$ cat config.mk
export PLATFORM = sky130hd
export DESIGN_NAME = fbi_flash_bus_interface_unit
export DESIGN_NICKNAME = d
export VERILOG_FILES = /design/src/rtl/fbi_pkg.sv /design/src/rtl/fbi_flash_bus_interface_unit.sv /design/src/rtl/fbi_page_buf.sv
export VERILOG_INCLUDE_DIRS = /design/src /design/src/rtl
export SDC_FILE = /design/constraint.sdc
export NUM_CORES = 1
export LEC_CHECK = 0
export BUFFER_PORTS_ARGS = -buffer_cell sky130_fd_sc_hd__buf_2
export CAP_MARGIN = 40
export CELL_PAD_IN_SITES_DETAIL_PLACEMENT = 0
export CELL_PAD_IN_SITES_GLOBAL_PLACEMENT = 1
export CORE_ASPECT_RATIO = 0.5
export CORE_MARGIN = 4
export CORE_UTILIZATION = 40
export CTS_CLUSTER_SIZE = 20
export DETAILED_ROUTE_END_ITERATION = 8
export GPL_ROUTABILITY_DRIVEN = 0
export GPL_TIMING_DRIVEN = 1
export PLACE_DENSITY_LB_ADDON = 0.2
export SYNTH_ARGS = -nofsm -noshare
export SYNTH_HDL_FRONTEND = slang
export SYNTH_SLANG_ARGS = --single-unit
$ cat constraint.sdc
create_clock -name clk -period 7.37 [get_ports clk]
set_input_delay 1.1055 -clock clk [delete_from_list [all_inputs] [get_ports clk]]
set_output_delay 1.1055 -clock clk [all_outputs]
set_load 0.03 [all_outputs]
$ cat src/rtl/fbi_regs.svh
`ifndef FBI_REGS_SVH
`define FBI_REGS_SVH

// array geometry
`define FBI_NUM_BLOCKS 8
`define FBI_BLOCK_BYTES 16384
`define FBI_ARRAY_BYTES 131072
`define FBI_ADDR_W 17
`define FBI_BLK_LSB 14
`define FBI_BLK_MSB 16

// read page: 32 bytes, eight 32-bit words
`define FBI_PAGE_BYTES 32
`define FBI_PAGE_WORDS 8
`define FBI_PAGE_LSB 5
`define FBI_WORD_LSB 2
`define FBI_WORD_MSB 4

// program page: 64 bytes, offset within the block
`define FBI_PGM_PAGE_BYTES 64
`define FBI_PGM_OFF_LSB 6
`define FBI_PGM_OFF_MSB 13

// control register targets
`define FBI_REG_MCR 2'h0
`define FBI_REG_TEST 2'h1
`define FBI_REG_HVC 2'h2
`define FBI_REG_UNIMP 2'h3

// recovery after leaving stop mode, in clocks
`define FBI_RECOVERY_CLKS 5'h10

`endif

$ cat src/rtl/fbi_pkg.sv
package fbi_pkg;

  // block state of the bus interface unit
  typedef struct packed {
    logic stop_r;
    logic dis_r;
    logic seq_r;
    logic start_r;
    logic [4:0] rec_cnt_r;
    logic [7:0] pgm_sel_r;
    logic [7:0] pgm_off_r;
    logic pgm_off_vld_r;
    logic pgm_wr_r;
    logic [16:0] pgm_addr_r;
    logic [31:0] pgm_data_r;
  } fbi_state_t;

  // one retained read page
  typedef struct packed {
    logic valid_r;
    logic [11:0] tag_r;
    logic [255:0] data_r;
  } fbi_page_t;

endpackage

$ cat src/rtl/fbi_flash_bus_interface_unit.sv
// Operation
// array is 128 Kbyte in eight independent 16-Kbyte blocks
// array fetches fill aligned 32-byte read pages of eight words
// two read pages are retained; hits in either skip the array fetch
// read missing both pages completes in two clocks and refills a page
// read hitting a retained page completes in one clock
// up to eight 64-byte pages programmed at once, same block offset
// each block can be protected against program and erase
// per block: supervisor-only or open, data-only or instruction and data
// stop bit set puts the module in low-power mode
// stop bit write accepted only while sequence bit is 0
// in stop mode config register stays reachable, array accesses ignored
// in stop mode other control registers end with bus error
// master should change the stop bit in a write of its own
// 16 clocks recovery after stop cleared; array reads stall till then
// disable bit set: array gives no response to accesses
// disable bit write accepted only while sequence bit is 0
// disable cleared: array accesses served at once, no recovery
// sequence bit write from 0 to 1 starts program or erase
// normal operation array writes end with bus error
// one page buffer for lower blocks, other for upper, both compared
// stop or disable write during high-voltage sequence keeps old value
// both read pages invalidated when leaving stop or disabled mode
`timescale 1ns/100ps
`default_nettype none
`include "fbi_regs.svh"

module fbi_flash_bus_interface_unit #(
  parameter int NUM_BLOCKS = `FBI_NUM_BLOCKS,
  parameter int ADDR_W = `FBI_ADDR_W
) (
  // clock and reset
  input wire logic clk,
  input wire logic rst_n,
  // array access from the bus master
  input wire logic req_valid,
  input wire logic req_write,
  input wire logic [ADDR_W-1:0] req_addr,
  input wire logic [31:0] req_wdata,
  input wire logic req_super,
  input wire logic req_data,
  output logic req_ack,
  output logic req_err,
  output logic [31:0] req_rdata,
  // control register access
  input wire logic reg_valid,
  input wire logic reg_write,
  input wire logic [1:0] reg_target,
  input wire logic reg_wdata_stop,
  input wire logic reg_wdata_dis,
  input wire logic reg_wdata_seq,
  output logic reg_ack,
  output logic reg_err,
  // per-block attributes
  input wire logic [NUM_BLOCKS-1:0] blk_protect,
  input wire logic [NUM_BLOCKS-1:0] blk_super_only,
  input wire logic [NUM_BLOCKS-1:0] blk_data_only,
  // array page read port
  output logic arr_rd_en,
  output logic [11:0] arr_rd_page,
  input wire logic [255:0] arr_rd_data,
  // program page buffer load
  output logic pgm_wr,
  output logic [ADDR_W-1:0] pgm_addr,
  output logic [31:0] pgm_data,
  output logic [NUM_BLOCKS-1:0] pgm_blk_sel,
  // control state
  output logic flash_stop_bit,
  output logic array_disable_bit,
  output logic program_erase_sequence_bit,
  output logic pe_start,
  output logic low_power
);
  import fbi_pkg::*;

  fbi_state_t q, d;

  logic [2:0] blk;
  logic [11:0] tag;
  logic [2:0] wsel;
  logic [7:0] off;
  logic recovering;
  logic arr_live;
  logic attr_err;
  logic hit_lo, hit_hi, hit;
  logic [31:0] word_lo, word_hi;
  logic wr_ok;
  logic mcr_wr, hvc_wr;
  logic inval;

  // address fields
  assign blk = req_addr[`FBI_BLK_MSB:`FBI_BLK_LSB];
  assign tag = req_addr[ADDR_W-1:`FBI_PAGE_LSB];
  assign wsel = req_addr[`FBI_WORD_MSB:`FBI_WORD_LSB];
  assign off = req_addr[`FBI_PGM_OFF_MSB:`FBI_PGM_OFF_LSB];

  assign recovering = (q.rec_cnt_r != 5'h00);

  // stop ignores, disable gives no answer, recovery stalls; all three mean no ack
  assign arr_live = req_valid && !q.stop_r && !q.dis_r && !recovering;

  // block restriction attributes
  assign attr_err = (blk_super_only[blk] && !req_super) ||
                    (blk_data_only[blk] && !req_data);

  // lower blocks use the low page, upper blocks the high page
  assign hit = blk[2] ? hit_hi : hit_lo;
  assign req_rdata = blk[2] ? word_hi : word_lo;

  // programming write: only inside a sequence, unprotected, common offset
  assign wr_ok = q.seq_r && !blk_protect[blk] &&
                 (!q.pgm_off_vld_r || (q.pgm_off_r == off));

  // one-clock answer on a hit, refill cycle first on a miss
  always_comb begin
    req_ack = 1'b0;
    req_err = 1'b0;
    arr_rd_en = 1'b0;
    if (arr_live) begin
      if (attr_err) begin
        req_ack = 1'b1;
        req_err = 1'b1;
      end else if (req_write) begin
        req_ack = 1'b1;
        req_err = !wr_ok;
      end else if (hit) begin
        req_ack = 1'b1;
      end else begin
        arr_rd_en = 1'b1;
      end
    end
  end
  assign arr_rd_page = tag;

  // register accesses always answer in one clock
  assign reg_ack = reg_valid;
  assign reg_err = reg_valid && ((reg_target == `FBI_REG_UNIMP) ||
                   (q.stop_r && (reg_target != `FBI_REG_MCR)));
  assign mcr_wr = reg_valid && reg_write && (reg_target == `FBI_REG_MCR);
  assign hvc_wr = reg_valid && reg_write && (reg_target == `FBI_REG_HVC) && !reg_err;

  // leaving stop or disabled drops both pages so the first read is fresh
  assign inval = mcr_wr && !q.seq_r &&
                 ((q.stop_r && !reg_wdata_stop) || (q.dis_r && !reg_wdata_dis));

  // next state
  always_comb begin
    d = q;
    d.start_r = 1'b0;
    d.pgm_wr_r = 1'b0;
    // recovery countdown after stop exit
    if (recovering) begin
      d.rec_cnt_r = q.rec_cnt_r - 5'h01;
    end
    // stop and disable only change while no high-voltage sequence runs
    if (mcr_wr && !q.seq_r) begin
      d.stop_r = reg_wdata_stop;
      d.dis_r = reg_wdata_dis;
      if (q.stop_r && !reg_wdata_stop) begin
        d.rec_cnt_r = `FBI_RECOVERY_CLKS;
      end
    end
    // sequence bit and start of program or erase
    if (hvc_wr) begin
      d.seq_r = reg_wdata_seq;
      if (!q.seq_r && reg_wdata_seq) begin
        d.start_r = 1'b1;
      end
      if (!reg_wdata_seq) begin
        d.pgm_sel_r = 8'h00;
        d.pgm_off_vld_r = 1'b0;
      end
    end
    // accepted programming write loads the block's program page
    if (arr_live && req_write && !attr_err && wr_ok) begin
      d.pgm_sel_r = q.pgm_sel_r | (8'h01 << blk);
      d.pgm_off_r = off;
      d.pgm_off_vld_r = 1'b1;
      d.pgm_wr_r = 1'b1;
      d.pgm_addr_r = req_addr;
      d.pgm_data_r = req_wdata;
    end
  end

  always_ff @(posedge clk or negedge rst_n) begin
    if (!rst_n) begin
      q <= '0;
    end else begin
      q <= d;
    end
  end

  // lower-block read page
  fbi_page_buf #(.TAG_W(12), .WORDS(`FBI_PAGE_WORDS)) u_page_lo (
    .clk(clk),
    .rst_n(rst_n),
    .fill(arr_rd_en && !blk[2]),
    .inval(inval),
    .fill_tag(tag),
    .fill_data(arr_rd_data),
    .look_tag(tag),
    .look_word(wsel),
    .hit(hit_lo),
    .word(word_lo)
  );

  // upper-block read page
  fbi_page_buf #(.TAG_W(12), .WORDS(`FBI_PAGE_WORDS)) u_page_hi (
    .clk(clk),
    .rst_n(rst_n),
    .fill(arr_rd_en && blk[2]),
    .inval(inval),
    .fill_tag(tag),
    .fill_data(arr_rd_data),
    .look_tag(tag),
    .look_word(wsel),
    .hit(hit_hi),
    .word(word_hi)
  );

  // registered outputs
  assign pgm_wr = q.pgm_wr_r;
  assign pgm_addr = q.pgm_addr_r;
  assign pgm_data = q.pgm_data_r;
  assign pgm_blk_sel = q.pgm_sel_r;
  assign flash_stop_bit = q.stop_r;
  assign array_disable_bit = q.dis_r;
  assign program_erase_sequence_bit = q.seq_r;
  assign pe_start = q.start_r;
  assign low_power = q.stop_r;

endmodule

`default_nettype wire

$ cat src/rtl/fbi_page_buf.sv
`timescale 1ns/100ps
`default_nettype none

module fbi_page_buf #(
  parameter int TAG_W = 12,
  parameter int WORDS = 8
) (
  // clock and reset
  input wire logic clk,
  input wire logic rst_n,
  // fill and invalidate
  input wire logic fill,
  input wire logic inval,
  input wire logic [TAG_W-1:0] fill_tag,
  input wire logic [WORDS*32-1:0] fill_data,
  // lookup
  input wire logic [TAG_W-1:0] look_tag,
  input wire logic [2:0] look_word,
  output logic hit,
  output logic [31:0] word
);
  import fbi_pkg::*;

  fbi_page_t q, d;

  // invalidate wins over a fill in the same cycle
  always_comb begin
    d = q;
    if (inval) begin
      d.valid_r = 1'b0;
    end else if (fill) begin
      d.valid_r = 1'b1;
      d.tag_r = fill_tag;
      d.data_r = fill_data;
    end
  end

  always_ff @(posedge clk or negedge rst_n) begin
    if (!rst_n) begin
      q <= '0;
    end else begin
      q <= d;
    end
  end

  // compare the access address against the retained page
  assign hit = q.valid_r && (q.tag_r == look_tag);
  assign word = q.data_r[look_word*32 +: 32];

endmodule

`default_nettype wire

# ---- Yosys cells after proc, flatten, opt, wreduce, memory -nomap -nowiden
# Cells that the tools add are included.
dict set report word_totals {
  input_bits 342
  output_inout_bits 112
  reg_bits 614
}
dict set report op_classes {
  order_cmp 1
  muxes 33
  bitwise 2
  n_reduce_logical 52
  shift 3
  n_eq_ne 6
  addsub 1
}
# operator n
set op_table {}
lappend op_table {{$mux W269} 2}
lappend op_table {{$shiftx A256 B9 Y32} 2}
lappend op_table {{$mux W67} 1}
lappend op_table {{$mux W32} 1}
lappend op_table {{$logic_and A1 B1 Y1} 25}
lappend op_table {{$eq A12 B12 Y1} 2}
lappend op_table {{$mux W1} 21}
lappend op_table {{$mux W8} 2}
lappend op_table {{$mux W5} 3}
lappend op_table {{$logic_not A1 Y1} 14}
lappend op_table {{$bmux W1 S3} 3}
lappend op_table {{$eq A8 B8 Y1} 1}
lappend op_table {{$or A8 B8 Y8} 1}
lappend op_table {{$reduce_bool A2 Y1} 4}
lappend op_table {{$shl A1 B3 Y8 const A} 1}
lappend op_table {{$reduce_and A2 Y1} 3}
lappend op_table {{$reduce_bool A5 Y1} 1}
lappend op_table {{$sub A5 B1 Y5 const B} 1}
lappend op_table {{$eq A2 B2 Y1 const B} 2}
lappend op_table {{$logic_or A1 B1 Y1} 4}
lappend op_table {{$lt A3 B4 Y1 const B} 1}
lappend op_table {{$logic_not A2 Y1} 1}
lappend op_table {{$ne A2 B1 Y1 const B} 1}
lappend op_table {{$not A1 Y1} 1}

# ---- Longest topological paths before layout
dict set report depth {
  ltp_word 10
  depth_mapped 10
  ltp_nobuf 7
}

# ---- Modules after synthesis
# Synthesis repeated with hierarchy kept, for this count alone.
dict set report unflattened {
  cells_unflattened 1744
  area_unflattened_um2 28263.4
}
# module cells_each seq_area_each_um2 area_per_inst_um2 instances
set modules_own_cells {}
lappend modules_own_cells {fbi_page_buf 701 6731.5 12114.1 2}
lappend modules_own_cells {fbi_flash_bus_interface_unit 342 1701.6 4035.1 1}

# ---- Worst setup path before layout
# Ideal clock, no wire load.
dict set report synth_timing {
  kind {input-to-output}
  from {in req_addr[16]}
  to {out req_rdata[0]}
  path_stages 6
  required_time_ns 6.265
  slack_ns 2.685
  t_arrival_ns 3.580
  path_cell_list {clkbuf_1 -> clkbuf_1 -> buf_1 -> buf_1 -> mux4_2 -> mux4_2}
}
dict set report synth_between {
  elab_chain_cells 1
}
# item line_no
set synth_rtl {}
lappend synth_rtl {{start: declaration} fbi_flash_bus_interface_unit.sv:38} ;# input wire logic [ADDR_W-1:0] req_addr,
lappend synth_rtl {{$mux W32} fbi_flash_bus_interface_unit.sv:108} ;# assign req_rdata = blk[2] ? word_hi : word_lo;
lappend synth_rtl {{end: declaration} fbi_flash_bus_interface_unit.sv:44} ;# output logic [31:0] req_rdata,
# Every way passes these cells.

# ---- Worst setup path in the final report
dict set report layout_timing {
  from {in req_addr[16]}
  to {out req_rdata[17]}
}
# Same word-level chain as after synthesis.

==> results.toml <==
[status]
status = "finished clean"

[yosys]
synth_top_family_by_area = "multiplexers"
synth_area_leaders = "dfrtp_1 (55%), mux2_2 (22%), mux4_2 (13%)"
async_flop_share_pct = 100
synth_xor_area_share_pct = 1.01
ys_seq_area_share_pct = 54.9
ys.flop_type = "dfrtp_1"
syn_avg_cell_area_um2 = 16.4
synthAdderAreaFrac_pct = 0.0906
synth_top_area_cell = "dfrtp_1"
ys_ff_latch = 606
synth.distinct_cells = 44
synth_fp_nets = 2027
synth_area_mm2 = 0.0276
postSynthCellCount = 1683
synth_mux_area_share_pct = 37.4
synth_edf_count = 0
ys_warn_count = 0
yosys.area.top_type_share_pct = 54.9
synthSimpleGateAreaFrac_pct = 1.25
synth-compound-area-share_pct = 0.793

[routing]
postRouteAntennaNets = 0
vias = 15500
wl_per_cell_um = 22.4
drcViolationCount = 0
vias_per_cell = 5.21
drtIter0Drc = 738
first_pass_iters = 4
drt-total-wl_um = 66900

[worst_setup_path]
arrival_ns = 3.67
cp_common_cell = "mux4_2"
cpMaxStageDelayCell = "mux4_2"
regToRegStartpoint = "q[67]$_DFF_PN0_"
path_depth = 5
crit_required_ns = 6.26
critPathTopFamily = "buffers and inverters"
reg2reg_depth = 8
r2r_end = "u_page_lo.q[45]$_DFFE_PN0P_"
critPathLaunchType = "input pin"
slowest_delay_ns = 0.58
path_class = "in2out"
critPathCaptureType = "primary output"
critPathBufInv = 3
path_max_fanout = 78
crit_path_cell_trace = "buf_8 -> buf_12 -> mux4_2 -> mux4_2 -> buf_2"
r2r_slack_ns = 3.26

[cts]
clk_pin_slew_worst_paths_ns = 0.06
clock_tree.root_cell = "clkbuf_16"
cts_tree = "done"
cts_sinks = 606
post-cts-setup-buffers = 0
h-tree-depth = 2
cts_buffer_depth = 3
cts_resized = 0
ctsHoldBuffers = 0
insertion_delay_ns = 0.62
numCtsBuffers = 57

[sta]
fin_crit_sh_pct = 64.7
finClkSkew_ns = 0.0198
tns_ns = 0
rsz0062_at_grt = "false"
fin_ws_ns = 2.60
holdWs_ns = 0.464
relSlewSlack_pct = 27.4
hold_viol_final = 0
tightestPinTransition_ns = 1.09
setup_viol = 0
fmax_mhz = 210
min_period_ns = 4.77
slew_violations = 0

[floorplan]
io_pins = 454
fp.dieH_um = 194
die_area_mm2 = 0.0736
core_mm2 = 0.0677
die_w_um = 380
initial_utilization_pct = 40.8
placementRows = 67

[final_layout]
fin_nets = 2378
layout.cells.most_common = "dfrtp_1"
design_area_mm2 = 0.0321
drive_gt1_share_pct = 61.3
layout_common_cells = "dfrtp_1 (606), mux2_2 (529), buf_2 (450), mux4_2 (162), clkbuf_16 (59)"
nFillCells = 5994
area_growth_pct = 16.2

[grt]
grt_max_degree = 165
overflow = 0
track_usage_pct = 18.2
antenna_found_initial = 18
grt_pass1_wl_um = 105000
grt_pass1_vias = 16800

[power_and_ir_drop]
p_per_area_mw_per_mm2 = 275
leakagePower_nw = 16.0
ir_drop_mv = 0.188
switching_share_pct = 25.4
p_sw_mw = 2.24
clockPowerShare_pct = 35.0
finalPower_mw = 8.81
seq_power_share_pct = 48.2
internal-power_mw = 6.57
p_comb_share_pct = 16.8

[flow_run]
drv_cap = 0

[placement]
portBuffers = 453
placed_area_mm2 = 0.0301
place_ws_ns = 2.46
dp_hpwl_um = 45200

[hold_path]
hp-class = "in2async"
## worst reg2reg max path, stage by stage (launching register included)
cell	delay (ns)
dfrtp_1	0.40
inv_1	0.10
ha_1	0.19
or4b_4	0.51
or4b_4	0.53
a311o_1	0.39
nor3_4	0.56
buf_12	0.58
mux2_2	0.74
## sequential cells by signal (all words and copies together), names as in the netlist
| signal | flops |
|---|---|
| q | 13 |
| pgm_addr | 10 |
| pgm_blk_sel | 8 |
| u_page_hi.q | 269 |
| array_disable_bit | 1 |
| pgm_data | 32 |
| pe_start | 1 |
| program_erase_sequence_bit | 1 |
| pgm_wr | 1 |
| u_page_lo.q | 269 |
| flash_stop_bit | 1 |
## routing by layer
metal / global-route usage (%) / vias to the layer above / part of all wire (%)
met1: 24.2 / 8259 / 44
met3: 2.94 / 101 / 3.2
li1: - / 6915 / -
met2: 31.4 / 255 / 51
met4: 4.22 / 2 / 2.0
met5: 0 / - / 0.019
## kinds of logic (layout without fill, tap and decap cells)
family | after synthesis | in the layout
adders and majority gates | 2 | 2
AOI/OAI and AO/OA | 34 | 34
other | 0 | 9
and+or+nand+nor | 61 | 61
buffers and inverters | 192 | 584
muxes | 756 | 756
DFF | 606 | 606
xor gates and xnor gates | 32 | 32
## cells in the mapped netlist, drive strengths merged (7+ instances only)
master and count:
nor4 7, xor2 22, a21oi 8, mux2 586, o21ai 9, mux4 162, nand2 15, clkbuf 43
mux2i 8, xnor2 10, nor3 7, dfrtp 606, buf 143
## power by group through the flow
stage / Combinational [mW] / Sequential (mW) / Clock [mW]
6_report: 1.48 / 4.25 / 3.08
3_5_place_dp: 1.51 / 4.30 / 0
4_1_cts: 1.51 / 4.25 / 3.20
2_1_floorplan: 1.13 / 4.20 / 0
3_3_place_gp: 1.46 / 4.31 / 0
5_1_grt: 1.61 / 4.32 / 3.33
## stage by stage
| stage | cells | utilization (%) |
|---|---|---|
| 2_1_floorplan | 1683 | - |
| 3_3_place_gp | 2869 | 44.5 |
| 3_5_place_dp | 2872 | 44.5 |
| 4_1_cts | 2972 | 47.4 |
| 5_1_grt | 2978 | 47.4 |
| 6_report | 2981 | 47.4 |
## worst max-delay path by stage
stage,startpoint,end,slack [ns]
global route,req_addr[16],req_rdata[17],2.33
CTS,req_addr[16],req_rdata[18],2.46
finish,req_addr[16],req_rdata[17],2.60
detailed placement,req_addr[16],req_rdata[18],2.46
floorplan,req_addr[16],req_rdata[0],2.68
global placement,req_addr[16],req_rdata[15],2.49
## final cells by class
| cell class | instances | area (µm²) | share of cell area, % |
|---|---|---|---|
| clock inverter | 20 | 243 | 0.757 |
| sequential | 606 | 15200 | 47.3 |
| tap | 897 | 1120 | 3.50 |
| clock buffer | 80 | 1700 | 5.28 |
| antenna | 9 | 22.5 | 0.0702 |
| multi-input combinational | 885 | 11200 | 34.9 |
| timing repair buffer | 478 | 2610 | 8.12 |
| inverter | 6 | 22.5 | 0.0702 |
(Power assumes the default switching activity.)
